===== src/rtl/ims_defs.svh =====
// offsets, field positions and timing counts for the two-wire master sequencer
// assumes inclusion by name from rtl/ and bench/
`ifndef IMS_DEFS_SVH
`define IMS_DEFS_SVH
// ==========================================
// register byte offsets
`define IMS_OFF_SECOND_CONTROL_REGISTER 8'h04
`define IMS_OFF_FLAG 8'h18
`define IMS_OFF_STATUS 8'h1c
`define IMS_OFF_ADDR 8'h24
`define IMS_OFF_DATA 8'h28
// ==========================================
// field positions
`define IMS_B_SMART_MODE_ENABLE 8
`define IMS_B_ACKNOWLEDGE_ACTION_SELECT 18
`define IMS_CMD_LO 16
`define IMS_F_MB 0
`define IMS_F_SB 1
`define IMS_F_ERR 7
`define IMS_S_BUS_FAULT_STATUS 0
`define IMS_S_ARB 1
`define IMS_S_NACK 2
`define IMS_S_HOLD 7
`define IMS_S_MEXT 8
`define IMS_S_SEXT 9
`define IMS_S_LEN 10
`define IMS_S_LOWT 6
// ==========================================
// commands
`define IMS_CMD_NONE 2'h0
`define IMS_CMD_RSTART 2'h1
`define IMS_CMD_READ 2'h2
`define IMS_CMD_STOP 2'h3
// ==========================================
// timing: one quarter bit period, in clock cycles
`define IMS_QUARTER_NS 2500
`define IMS_CLK_NS 8
`define IMS_QUARTER_CYC ((`IMS_QUARTER_NS) / (`IMS_CLK_NS))
`define IMS_CNT_W 9
`endif


===== src/rtl/ims_pkg.sv =====
// types for the two-wire master sequencer
// assumes ims_defs.svh alongside
package ims_pkg;
	typedef struct packed
	{
		logic [31:0] haddr;
		logic [1:0] htrans;
		logic hwrite;
		logic [2:0] hsize;
		logic hsel;
		logic hready;
		logic [31:0] hwdata;
	} ims_ahb_req_t;
	typedef struct packed
	{
		logic [31:0] hrdata;
		logic hreadyout;
		logic hresp;
	} ims_ahb_rsp_t;
	typedef struct packed
	{
		logic scl_in;
		logic sda_in;
	} ims_pin_in_t;
	typedef struct packed
	{
		logic scl_oe_n;
		logic sda_oe_n;
	} ims_pin_out_t;
	typedef enum logic [8:0]
	{
		IMS_IDLE = 9'h001,
		IMS_START = 9'h002,
		IMS_BITS = 9'h004,
		IMS_ACKB = 9'h008,
		IMS_HOLD = 9'h010,
		IMS_STOP = 9'h020,
		IMS_RSTRT = 9'h040,
		IMS_RACK = 9'h080,
		IMS_LOST = 9'h100
	} ims_state_t;
endpackage


===== src/rtl/ims_top.sv =====
// two-wire master packet sequencer with an AHB-Lite register slave
// assumes open-drain wires resolved outside; scl_oe_n low pulls the line low
`include "ims_defs.svh"
// ==========================================
// sequencer
module ims_top
(
	input wire logic clock, // 125 MHz
	input wire logic rst, // async, active high
	input wire ims_pkg::ims_ahb_req_t ahb_req, // bus request
	output ims_pkg::ims_ahb_rsp_t ahb_rsp, // bus answer
	input wire ims_pkg::ims_pin_in_t pins_in, // wire levels
	output ims_pkg::ims_pin_out_t pins_out // open-drain enables
);
	import ims_pkg::*;
	typedef struct packed
	{
		ims_state_t st;
		logic [2:0] scl_s;
		logic [2:0] sda_s;
		logic scl_f;
		logic sda_f;
		logic [`IMS_CNT_W-1:0] cnt;
		logic [1:0] ph;
		logic [3:0] bitn;
		logic [7:0] sh;
		logic rd;
		logic owner;
		logic sda_o;
		logic scl_o;
		logic addr_pkt;
		logic pend_addr;
		logic smart_mode_enable;
		logic acknowledge_action_select;
		logic [7:0] addr;
		logic [7:0] data;
		logic mb;
		logic sb;
		logic err;
		logic arb;
		logic nack;
		logic bus_fault_status;
		logic dph;
		logic dwr;
		logic [7:0] da;
		logic [31:0] rdata;
	} ims_s_t;
	ims_s_t s, n;
	// ==========================================
	// bus decode
	function automatic logic hit(input logic [7:0] a, input logic [7:0] off);
		hit = (a == off);
	endfunction
	logic wr_ctl, wr_flag, wr_addr, wr_data, rd_data;
	logic [31:0] wd;
	logic held;
	logic [1:0] cmd;
	logic quarter;
	always_comb
	begin
		wd = ahb_req.hwdata;
		wr_ctl = s.dph && s.dwr && hit(s.da, `IMS_OFF_SECOND_CONTROL_REGISTER);
		wr_flag = s.dph && s.dwr && hit(s.da, `IMS_OFF_FLAG);
		wr_addr = s.dph && s.dwr && hit(s.da, `IMS_OFF_ADDR);
		wr_data = s.dph && s.dwr && hit(s.da, `IMS_OFF_DATA);
		rd_data = s.dph && !s.dwr && hit(s.da, `IMS_OFF_DATA);
		cmd = wd[`IMS_CMD_LO+1:`IMS_CMD_LO];
		held = (s.st == IMS_HOLD);
		quarter = (s.cnt == `IMS_CNT_W'(`IMS_QUARTER_CYC - 1));
	end
	always_comb
	begin
		n = s;
		// three-stage sampling; a change counts when stages two and three agree
		n.scl_s = {s.scl_s[1:0], pins_in.scl_in};
		n.sda_s = {s.sda_s[1:0], pins_in.sda_in};
		if (s.scl_s[2] == s.scl_s[1])
			n.scl_f = s.scl_s[2];
		if (s.sda_s[2] == s.sda_s[1])
			n.sda_f = s.sda_s[2];
		// ahb-lite slave: zero wait states, always OKAY
		n.dph = ahb_req.hsel && ahb_req.hready && ahb_req.htrans[1];
		n.dwr = ahb_req.hwrite;
		n.da = ahb_req.haddr[7:0];
		n.rdata = 32'h0;
		if (n.dph && !ahb_req.hwrite)
		begin
			case (ahb_req.haddr[7:0])
				`IMS_OFF_SECOND_CONTROL_REGISTER: n.rdata = ({31'h0, s.smart_mode_enable} << `IMS_B_SMART_MODE_ENABLE)
					| ({31'h0, s.acknowledge_action_select} << `IMS_B_ACKNOWLEDGE_ACTION_SELECT);
				`IMS_OFF_FLAG: n.rdata = ({31'h0, s.mb} << `IMS_F_MB)
					| ({31'h0, s.sb} << `IMS_F_SB) | ({31'h0, s.err} << `IMS_F_ERR);
				`IMS_OFF_STATUS: n.rdata = ({31'h0, s.bus_fault_status} << `IMS_S_BUS_FAULT_STATUS)
					| ({31'h0, s.arb} << `IMS_S_ARB) | ({31'h0, s.nack} << `IMS_S_NACK)
					| ({31'h0, held} << `IMS_S_HOLD);
				`IMS_OFF_ADDR: n.rdata = {24'h0, s.addr};
				`IMS_OFF_DATA: n.rdata = {24'h0, s.data};
				default: n.rdata = 32'h0;
			endcase
		end
		if (wr_ctl)
		begin
			n.smart_mode_enable = wd[`IMS_B_SMART_MODE_ENABLE];
			n.acknowledge_action_select = wd[`IMS_B_ACKNOWLEDGE_ACTION_SELECT];
		end
		// write-one clears; hardware sets below win over these
		if (wr_flag && wd[`IMS_F_SB])
			n.sb = 1'b0;
		if (wr_flag && wd[`IMS_F_MB])
			n.mb = 1'b0;
		if (wr_flag && wd[`IMS_F_ERR])
			n.err = 1'b0;
		if (wr_addr)
			n.addr = wd[7:0];
		if (wr_data)
			n.data = wd[7:0];
		n.cnt = quarter ? `IMS_CNT_W'(0) : s.cnt + `IMS_CNT_W'(1);
		case (s.st)
			IMS_IDLE:
			begin
				n.scl_o = 1'b1;
				n.sda_o = 1'b1;
				if (wr_addr)
				begin
					n.sh = wd[7:0];
					n.rd = wd[0];
					n.addr_pkt = 1'b1;
					n.arb = 1'b0;
					n.bus_fault_status = 1'b0;
					n.st = IMS_START;
					n.ph = 2'h0;
					n.cnt = `IMS_CNT_W'(0);
				end
			end
			IMS_START:
				if (quarter)
				begin
					n.ph = s.ph + 2'h1;
					if (s.ph == 2'h0)
						n.sda_o = 1'b0;
					if (s.ph == 2'h1)
					begin
						n.scl_o = 1'b0;
						n.owner = 1'b1;
						n.bitn = 4'h0;
						n.ph = 2'h0;
						n.st = IMS_BITS;
					end
				end
			IMS_BITS:
				if (quarter)
				begin
					n.ph = s.ph + 2'h1;
					case (s.ph)
						2'h0: n.sda_o = (s.addr_pkt || !s.rd) ? s.sh[7] : 1'b1;
						2'h1: n.scl_o = 1'b1;
						2'h2:
						begin
							n.sh = {s.sh[6:0], s.sda_f};
							// collision: drove high but the line reads low
							if ((s.addr_pkt || !s.rd) && s.sda_o && !s.sda_f)
							begin
								n.arb = 1'b1;
								n.owner = 1'b0;
								n.mb = 1'b1;
								n.st = IMS_LOST;
							end
						end
						default:
						begin
							n.scl_o = 1'b0;
							n.bitn = s.bitn + 4'h1;
							if (s.bitn == 4'h7)
							begin
								if (s.addr_pkt || !s.rd)
									n.st = IMS_ACKB;
								else
								begin
									n.data = s.sh;
									n.sb = 1'b1;
									n.nack = 1'b0;
									n.st = IMS_HOLD;
								end
							end
						end
					endcase
				end
			IMS_ACKB:
				if (quarter)
				begin
					n.ph = s.ph + 2'h1;
					case (s.ph)
						2'h0: n.sda_o = 1'b1;
						2'h1: n.scl_o = 1'b1;
						2'h2: n.nack = s.sda_f;
						default:
						begin
							n.scl_o = 1'b0;
							if (s.addr_pkt && s.rd && !s.nack)
							begin
								n.addr_pkt = 1'b0;
								n.bitn = 4'h0;
								n.st = IMS_BITS;
							end
							else
							begin
								n.mb = 1'b1;
								n.st = IMS_HOLD;
							end
						end
					endcase
				end
			IMS_RACK:
				if (quarter)
				begin
					n.ph = s.ph + 2'h1;
					case (s.ph)
						2'h0: n.sda_o = s.acknowledge_action_select;
						2'h1: n.scl_o = 1'b1;
						2'h2:
							if (s.sda_o && !s.sda_f)
							begin
								n.arb = 1'b1;
								n.owner = 1'b0;
								n.mb = 1'b1;
								n.st = IMS_LOST;
							end
						default:
						begin
							n.scl_o = 1'b0;
							n.bitn = 4'h0;
							n.st = s.acknowledge_action_select ? IMS_STOP : IMS_BITS;
						end
					endcase
				end
			IMS_HOLD:
			begin
				n.scl_o = 1'b0;
				n.ph = 2'h0;
				n.cnt = `IMS_CNT_W'(0);
				if (wr_addr)
				begin
					n.mb = 1'b0;
					n.sb = 1'b0;
					n.sh = wd[7:0];
					n.rd = wd[0];
					n.addr_pkt = 1'b1;
					n.st = IMS_RSTRT;
				end
				else if (wr_data && !s.rd)
				begin
					n.mb = 1'b0;
					n.sb = 1'b0;
					n.sh = wd[7:0];
					n.addr_pkt = 1'b0;
					n.bitn = 4'h0;
					n.st = IMS_BITS;
				end
				else if ((rd_data && s.smart_mode_enable && s.rd) || (wr_ctl && cmd == `IMS_CMD_READ))
				begin
					n.mb = 1'b0;
					n.sb = 1'b0;
					n.st = IMS_RACK;
				end
				else if (wr_ctl && cmd == `IMS_CMD_STOP)
				begin
					n.mb = 1'b0;
					n.sb = 1'b0;
					n.st = IMS_STOP;
				end
				else if (wr_ctl && cmd == `IMS_CMD_RSTART)
				begin
					n.mb = 1'b0;
					n.sb = 1'b0;
					n.sh = s.addr;
					n.rd = s.addr[0];
					n.addr_pkt = 1'b1;
					n.st = IMS_RSTRT;
				end
			end
			IMS_RSTRT:
				if (quarter)
				begin
					n.ph = s.ph + 2'h1;
					if (s.ph == 2'h0)
						n.sda_o = 1'b1;
					if (s.ph == 2'h1)
					begin
						n.scl_o = 1'b1;
						n.ph = 2'h0;
						n.st = IMS_START;
					end
				end
			IMS_STOP:
				if (quarter)
				begin
					n.ph = s.ph + 2'h1;
					case (s.ph)
						2'h0: n.sda_o = 1'b0;
						2'h1: n.scl_o = 1'b1;
						2'h2: n.sda_o = 1'b1;
						default:
						begin
							n.owner = 1'b0;
							n.st = IMS_IDLE;
						end
					endcase
				end
			IMS_LOST:
			begin
				// released wires; no hold after a lost arbitration
				n.scl_o = 1'b1;
				n.sda_o = 1'b1;
				n.st = IMS_IDLE;
			end
			default: n.st = IMS_IDLE;
		endcase
		if (n.arb || n.bus_fault_status)
			n.err = 1'b1;
	end
	always_ff @(posedge clock or posedge rst)
	begin
		if (rst)
		begin
			s <= '0;
			s.st <= IMS_IDLE;
			s.scl_s <= 3'h7;
			s.sda_s <= 3'h7;
			s.scl_f <= 1'b1;
			s.sda_f <= 1'b1;
			s.scl_o <= 1'b1;
			s.sda_o <= 1'b1;
		end
		else
			s <= n;
	end
	// ==========================================
	// outputs from flip-flops, with hreadyout and hresp tied off
	assign ahb_rsp.hrdata = s.rdata;
	assign ahb_rsp.hreadyout = 1'b1;
	assign ahb_rsp.hresp = 1'b0;
	assign pins_out.scl_oe_n = s.scl_o;
	assign pins_out.sda_oe_n = s.sda_o;
endmodule

===== config.mk =====
export PLATFORM = sky130hd
export DESIGN_NAME = ims_top
export DESIGN_NICKNAME = d
export VERILOG_FILES = /design/src/rtl/ims_pkg.sv /design/src/rtl/ims_top.sv
export VERILOG_INCLUDE_DIRS = /design/src /design/src/rtl
export SDC_FILE = /design/constraint.sdc
export NUM_CORES = 1
export LEC_CHECK = 0
export BUFFER_PORTS_ARGS = -buffer_cell sky130_fd_sc_hd__buf_2
export CAP_MARGIN = 20
export CORE_MARGIN = 2
export CORE_UTILIZATION = 55
export DETAILED_ROUTE_END_ITERATION = 10
export PLACE_DENSITY = 0.81
export SLEW_MARGIN = 5
export SYNTH_ARGS = -nofsm -noshare
export SYNTH_HDL_FRONTEND = slang
export SYNTH_SLANG_ARGS = --single-unit

===== constraint.sdc =====
create_clock -name clock -period 3.4 [get_ports clock]
set_input_delay 0.68 -clock clock [delete_from_list [all_inputs] [get_ports clock]]
set_output_delay 0.68 -clock clock [all_outputs]
set_load 0.01 [all_outputs]

Word-level counts from Yosys, hierarchy flattened
Index checks and enable logic that the tools add are counted.
{"block": "totals", "in_bits": 76, "latch_bits": 0, "rom_bits": 0, "n_memories": 0, "ramBits": 0, "output_inout_bits": 36, "regBits": 106}
{"block": "op_classes", "n_shift": 0, "eq_ne": 63, "addsub": 3, "bitwise_logic": 6, "muxes": 126, "reduce_logical": 55, "div_mod_pow": 0, "magnitude_cmp": 0, "mul": 0}
{"cell": "2-to-1 mux 9 bit", "count": 25}
{"cell": "case mux 32 bit (5 select lines)", "count": 1}
{"cell": "case mux 9 bit (8 select lines)", "count": 1}
{"cell": "2-to-1 mux 8 bit", "count": 7}
{"cell": "case mux 9 bit (2 select lines)", "count": 3}
{"cell": "2-to-1 mux 1 bit", "count": 44}
{"cell": "!= test 2 bit (second input constant)", "count": 22}
{"cell": "equality test 8 x 6 -> 1 bit (second input constant)", "count": 4}
{"cell": "2-to-1 mux 32 bit", "count": 1}
{"cell": "2-to-1 mux 6 bit", "count": 5}
{"cell": "2-to-1 mux 2 bit", "count": 14}
{"cell": "equality test 8 x 5 -> 1 bit (second input constant)", "count": 3}
{"cell": "logical AND 1 bit", "count": 24}
{"cell": "2-to-1 mux 4 bit", "count": 6}
{"cell": "case mux 8 bit (3 select lines)", "count": 1}
{"cell": "AND reduction 8 bit", "count": 3}
{"cell": "case mux 4 bit (5 select lines)", "count": 1}
{"cell": "OR 9 x 19 -> 19 bit", "count": 1}
{"cell": "equality test 9 bit (second input constant)", "count": 2}
{"cell": "AND reduction 17 bit", "count": 1}
{"cell": "equality test 8 x 3 -> 1 bit (second input constant)", "count": 2}
{"cell": "case mux 2 bit (8 select lines)", "count": 1}
{"cell": "nonzero test 8 bit", "count": 2}
{"cell": "!= test 3 bit (second input constant)", "count": 5}
{"cell": "47 further kinds", "count": 74}

Logic depth before layout (Yosys ltp)
{"block": "logic_depth", "depth_word": 10, "ltp_mapped": 9, "mapped_depth_nobuf": 8}

Least setup slack after synthesis
OpenSTA, ideal clock, no wires.
{"block": "synth_path", "path_type": "reg-to-reg", "startpoint": "reg s[103] (netlist bit)", "endpoint": "reg s[106] (netlist bit)", "t_arrival_ns": 1.988, "n_path_buf": 2, "stages_incl_launch_ff": 8, "setup_time_ns": 0.128, "synth_period_minus_slack_ns": 2.115, "slack_ns": 1.285, "cell_sequence": "dfstp_2 clkbuf_1 or3_1 clkbuf_1 nor4_4 a211oi_4 nand4_4 mux2_1"}
{"block": "synth_between", "elab_chain_cells": 3}
{"element": "start, declared", "line_no": "ims_top.sv:48", "rtl": "ims_s_t s, n;"}
{"element": "start signal, assigned", "line_no": "ims_top.sv:335", "rtl": "s <= n;"}
{"element": "equality test 9 x 5 -> 1 bit (tied with other cells)", "line_no": "ims_top.sv:118", "rtl": "case (s.st)"}
{"element": "!= test 6 x 2 -> 1 bit (no line) (tied with other cells)"}
{"element": "AND reduction 17 bit (no line)"}
Several ways; a longest one is shown, not always the timed one.
A chain may end at the register's enable or synchronous reset.

Worst setup path after layout
{"block": "layout_path", "startpoint": "reg s[105] (netlist bit)", "endpoint": "reg s[108] (netlist bit)"}
The elaborated chain is that of the path after synthesis.

==> results.md <==
- Overall power: 3.19 mW
- Top Ports: 112
- Post-synth EDFFs: 0
- Clock Latency Late Sink: 0.37 ns
- Post-CTS setup repair buffer count: 0
- Max incr delay on CP: 0.61 ns
- CP Launch Type: register
- Multi-input logic area: 2440 um^2
- RR Startpoint: s[105]$_DFFE_PP0P_
- Register bit total from synthesis: 84
- Slew Limit Fails: 0
- Share of the synthesized area in the top cell type: 0.393
- Skew final: 0.00761 ns
- Largest area contributor in the netlist: dfrtp_1
- Leak: 2.36 nW
- WL final: 11.2 mm
- Post-layout util: 0.598
- P&R area growth vs syn: 5.95%
- Register area: 2110 um^2
- H-tree lvl count: 3
- Avg WL per Cell: 17.5 um
- Fin cells: 638
- Initial antenna violation count: 0
- VDD IR max: 0.000282 V
- Placed wire-length estimate: 8.09 mm
- Hold crit path type: reg2reg
- TritonCTS buffer count: 9
- Final Hold Vio Count: 0
- FF-to-FF path depth: 7
- Crit path required time: 3.65 ns
- CTS-repair resized insts: 0
- Port bufs: 38
- Post-synthesis async set-or-reset flop share: 1.00
- Via count: 3914
- Seq/Total Area, Yosys: 0.431
- DP Worst Slack: 0.720 ns
- Synth area leaders: dfrtp_1 (39%), buf_4 (5.7%), dfstp_2 (3.8%)
- Core Footprint: 8680 um^2
- Mean post-synth cell area: 9.71 um^2
- Routed Antenna Nets: 0
- Cell depth of the worst setup path: 7
- Slew HR: 0.450
- Die Wd: 98.4 um
- Ant diodes: 0
- Clock sink count: 84
- Total Routing Usage GR: 0.242
- Commonest register cell after synthesis: dfrtp_1
- Most frequent cell after synthesis: dfrtp_1
- Slowest CP cell: dfrtp_1
- Leading cell types by count after synthesis: dfrtp_1 (77), nor2_1 (46), buf_4 (37)
- DRC viols: 0
- Setup ws final: 0.610 ns
- Mapped Cells: 505
- Placed cell count: 622
- Vias/cell: 6.13
- Cell Rows: 34
- Fin crit period: 2.79 ns
- Clock Path Buffers: 2
- Final setup vio count: 0
- CTS tree: built
- RSZ-0062 raised after global routing: false
- Crit Path Category: reg2reg
- Max Clk Rate: 358 MHz
- Reg2reg setup slack: 0.61 ns
- Fill cells: 752
- Largest delay share family, worst path: simple AND/OR/NAND/NOR gates
- DRT iter0 DRCs: 299
- Die area: 9680 um^2
- Hold depth: 0
- Drt pass-1 iters: 5
- Crit share post-route: 0.821
- Hold Path Sink: n[99]$_DFF_PP1_
- Share of cells above drive strength 1: 0.202
- Vias in the first global route: 3801
- CTS Hold Bufs: 0
- Chip height: 98.4 um
- Hold path startpoint: n[98]$_DFF_PP1_
- CP Max Fanout: 14
- Worst-path cell chain: nor4_4 -> nand4_2 -> buf_4 -> a21oi_2 -> o211ai_1 -> nand4_4 -> mux2_1
- Placed Area: 4990 um^2
- Grt ovf: 0
- Mapped Area: 4900 um^2
- Syn. warnings: 0
- Worst path bufs/invs: 1
- Layout Nets: 608
- Final Wtd Congestion: 1.01
- Design Area, Final: 5190 um^2
- CP Capture Type: register
- WHS: 0.360 ns
- Initial core utilization: 0.565
- CTS Root Cell: clkbuf_8
- Clk slew on worst S/H paths: 0.09 ns
- Setup_tns: 0 ns
- Status: finished, final reports clean
- Pin count of the biggest net entering global routing: 50
- Count of unique library cells instantiated by Yosys: 78
- Critical path arrival: 3.04 ns
- RR Endpoint: s[108]$_DFFE_PP0P_
- Max-cap viol count: 0
- Worst-margin pin slew: 0.824 ns
- Pwr Density: 613 nW/um^2
- First-pass GRT wire length: 18.9 mm
==> metal layers <==
layer | vias up | share of wire | GRT usage
met5 | - | 0 | 0
met4 | 0 | 0.018 | 0.0759
met3 | 22 | 0.075 | 0.0362
met2 | 193 | 0.46 | 0.388
met1 | 1893 | 0.44 | 0.345
li1 | 1806 | - | -
==> worst max-delay path by stage <==
stage                       startpoint                     to  slack (ns)
floorplan                          rst  ahb_rsp[10]$_DFF_PP0_        0.57
CTS                 s[108]$_DFFE_PP0P_     s[108]$_DFFE_PP0P_        0.70
finish              s[105]$_DFFE_PP0P_     s[108]$_DFFE_PP0P_        0.61
global placement    s[108]$_DFFE_PP0P_     s[108]$_DFFE_PP0P_        0.77
global route        s[108]$_DFFE_PP0P_      s[74]$_DFFE_PP0P_        0.45
detailed placement  s[105]$_DFFE_PP0P_     s[108]$_DFFE_PP0P_        0.72
==> cells in the final DEF (no fill, tap or decap), types with 4 or more instances in the layout <==
master,Yosys,layout
o21ai_1,9,9
nand2_1,34,34
mux2i_1,8,8
clkbuf_8,0,9
buf_4,37,5
and3_1,8,8
nor4b_1,4,4
dfstp_2,7,7
or3_1,4,4
inv_1,13,12
nand2b_1,5,5
xor2_1,8,8
nor2_1,46,46
xnor2_1,6,6
ha_1,7,7
or2_2,5,5
buf_2,11,38
nand4_1,5,5
a31oi_1,5,5
mux2_2,11,11
nor2b_1,7,7
nor3_1,8,8
nand3_1,15,15
a22o_1,8,8
dfrtp_1,77,77
and2_1,8,8
a22oi_1,7,7
o21ai_0,20,20
nor4_1,6,6
a21oi_1,32,32
conb_1,2,24
==> worst register-to-register path: cells and delay by family, from the launching register on <==
kind / cells / cell delay [ns]
muxes: 1 / 0.35
and+or+nand+nor: 3 / 0.93
AOI/OAI and AO/OA: 2 / 0.59
DFF: 1 / 0.61
buffers and inverters: 1 / 0.21
==> cell type report <==
cell class	instances	share of cell area
Clock buffer	9	0.0238
Multi-Input combinational cell	372	0.470
Clock inverter	7	0.0159
Inverter	14	0.0104
Timing Repair Buffer	44	0.0477
Sequential cell	84	0.406
Tap cell	108	0.0260
==> registers in the layout, summed over array words and instances, names as in the netlist <==
| signal | flops |
|---|---|
| n | 2 |
| ahb_rsp | 10 |
| s | 70 |
| pins_out | 2 |
==> logic make-up after synthesis <==
kind of cell | after synthesis | synth area share
xor+xnor | 14 | 0.0250
simple gates | 186 | 0.224
fa+ha+maj | 8 | 0.0199
compound gates | 118 | 0.162
mux | 22 | 0.0485
flops | 84 | 0.431
other cells | 2 | 0.00153
buf+inv | 71 | 0.0886
==> power by group <==
part           internal (mW)  switching, mW  total (mW)  leakage [nW]
Sequential              1.17          0.177        1.34          1.01
Clock                  0.352          0.401       0.753         0.104
Combinational          0.433          0.656        1.09          1.25
Note: power is estimated with default switching activity, not from simulation.
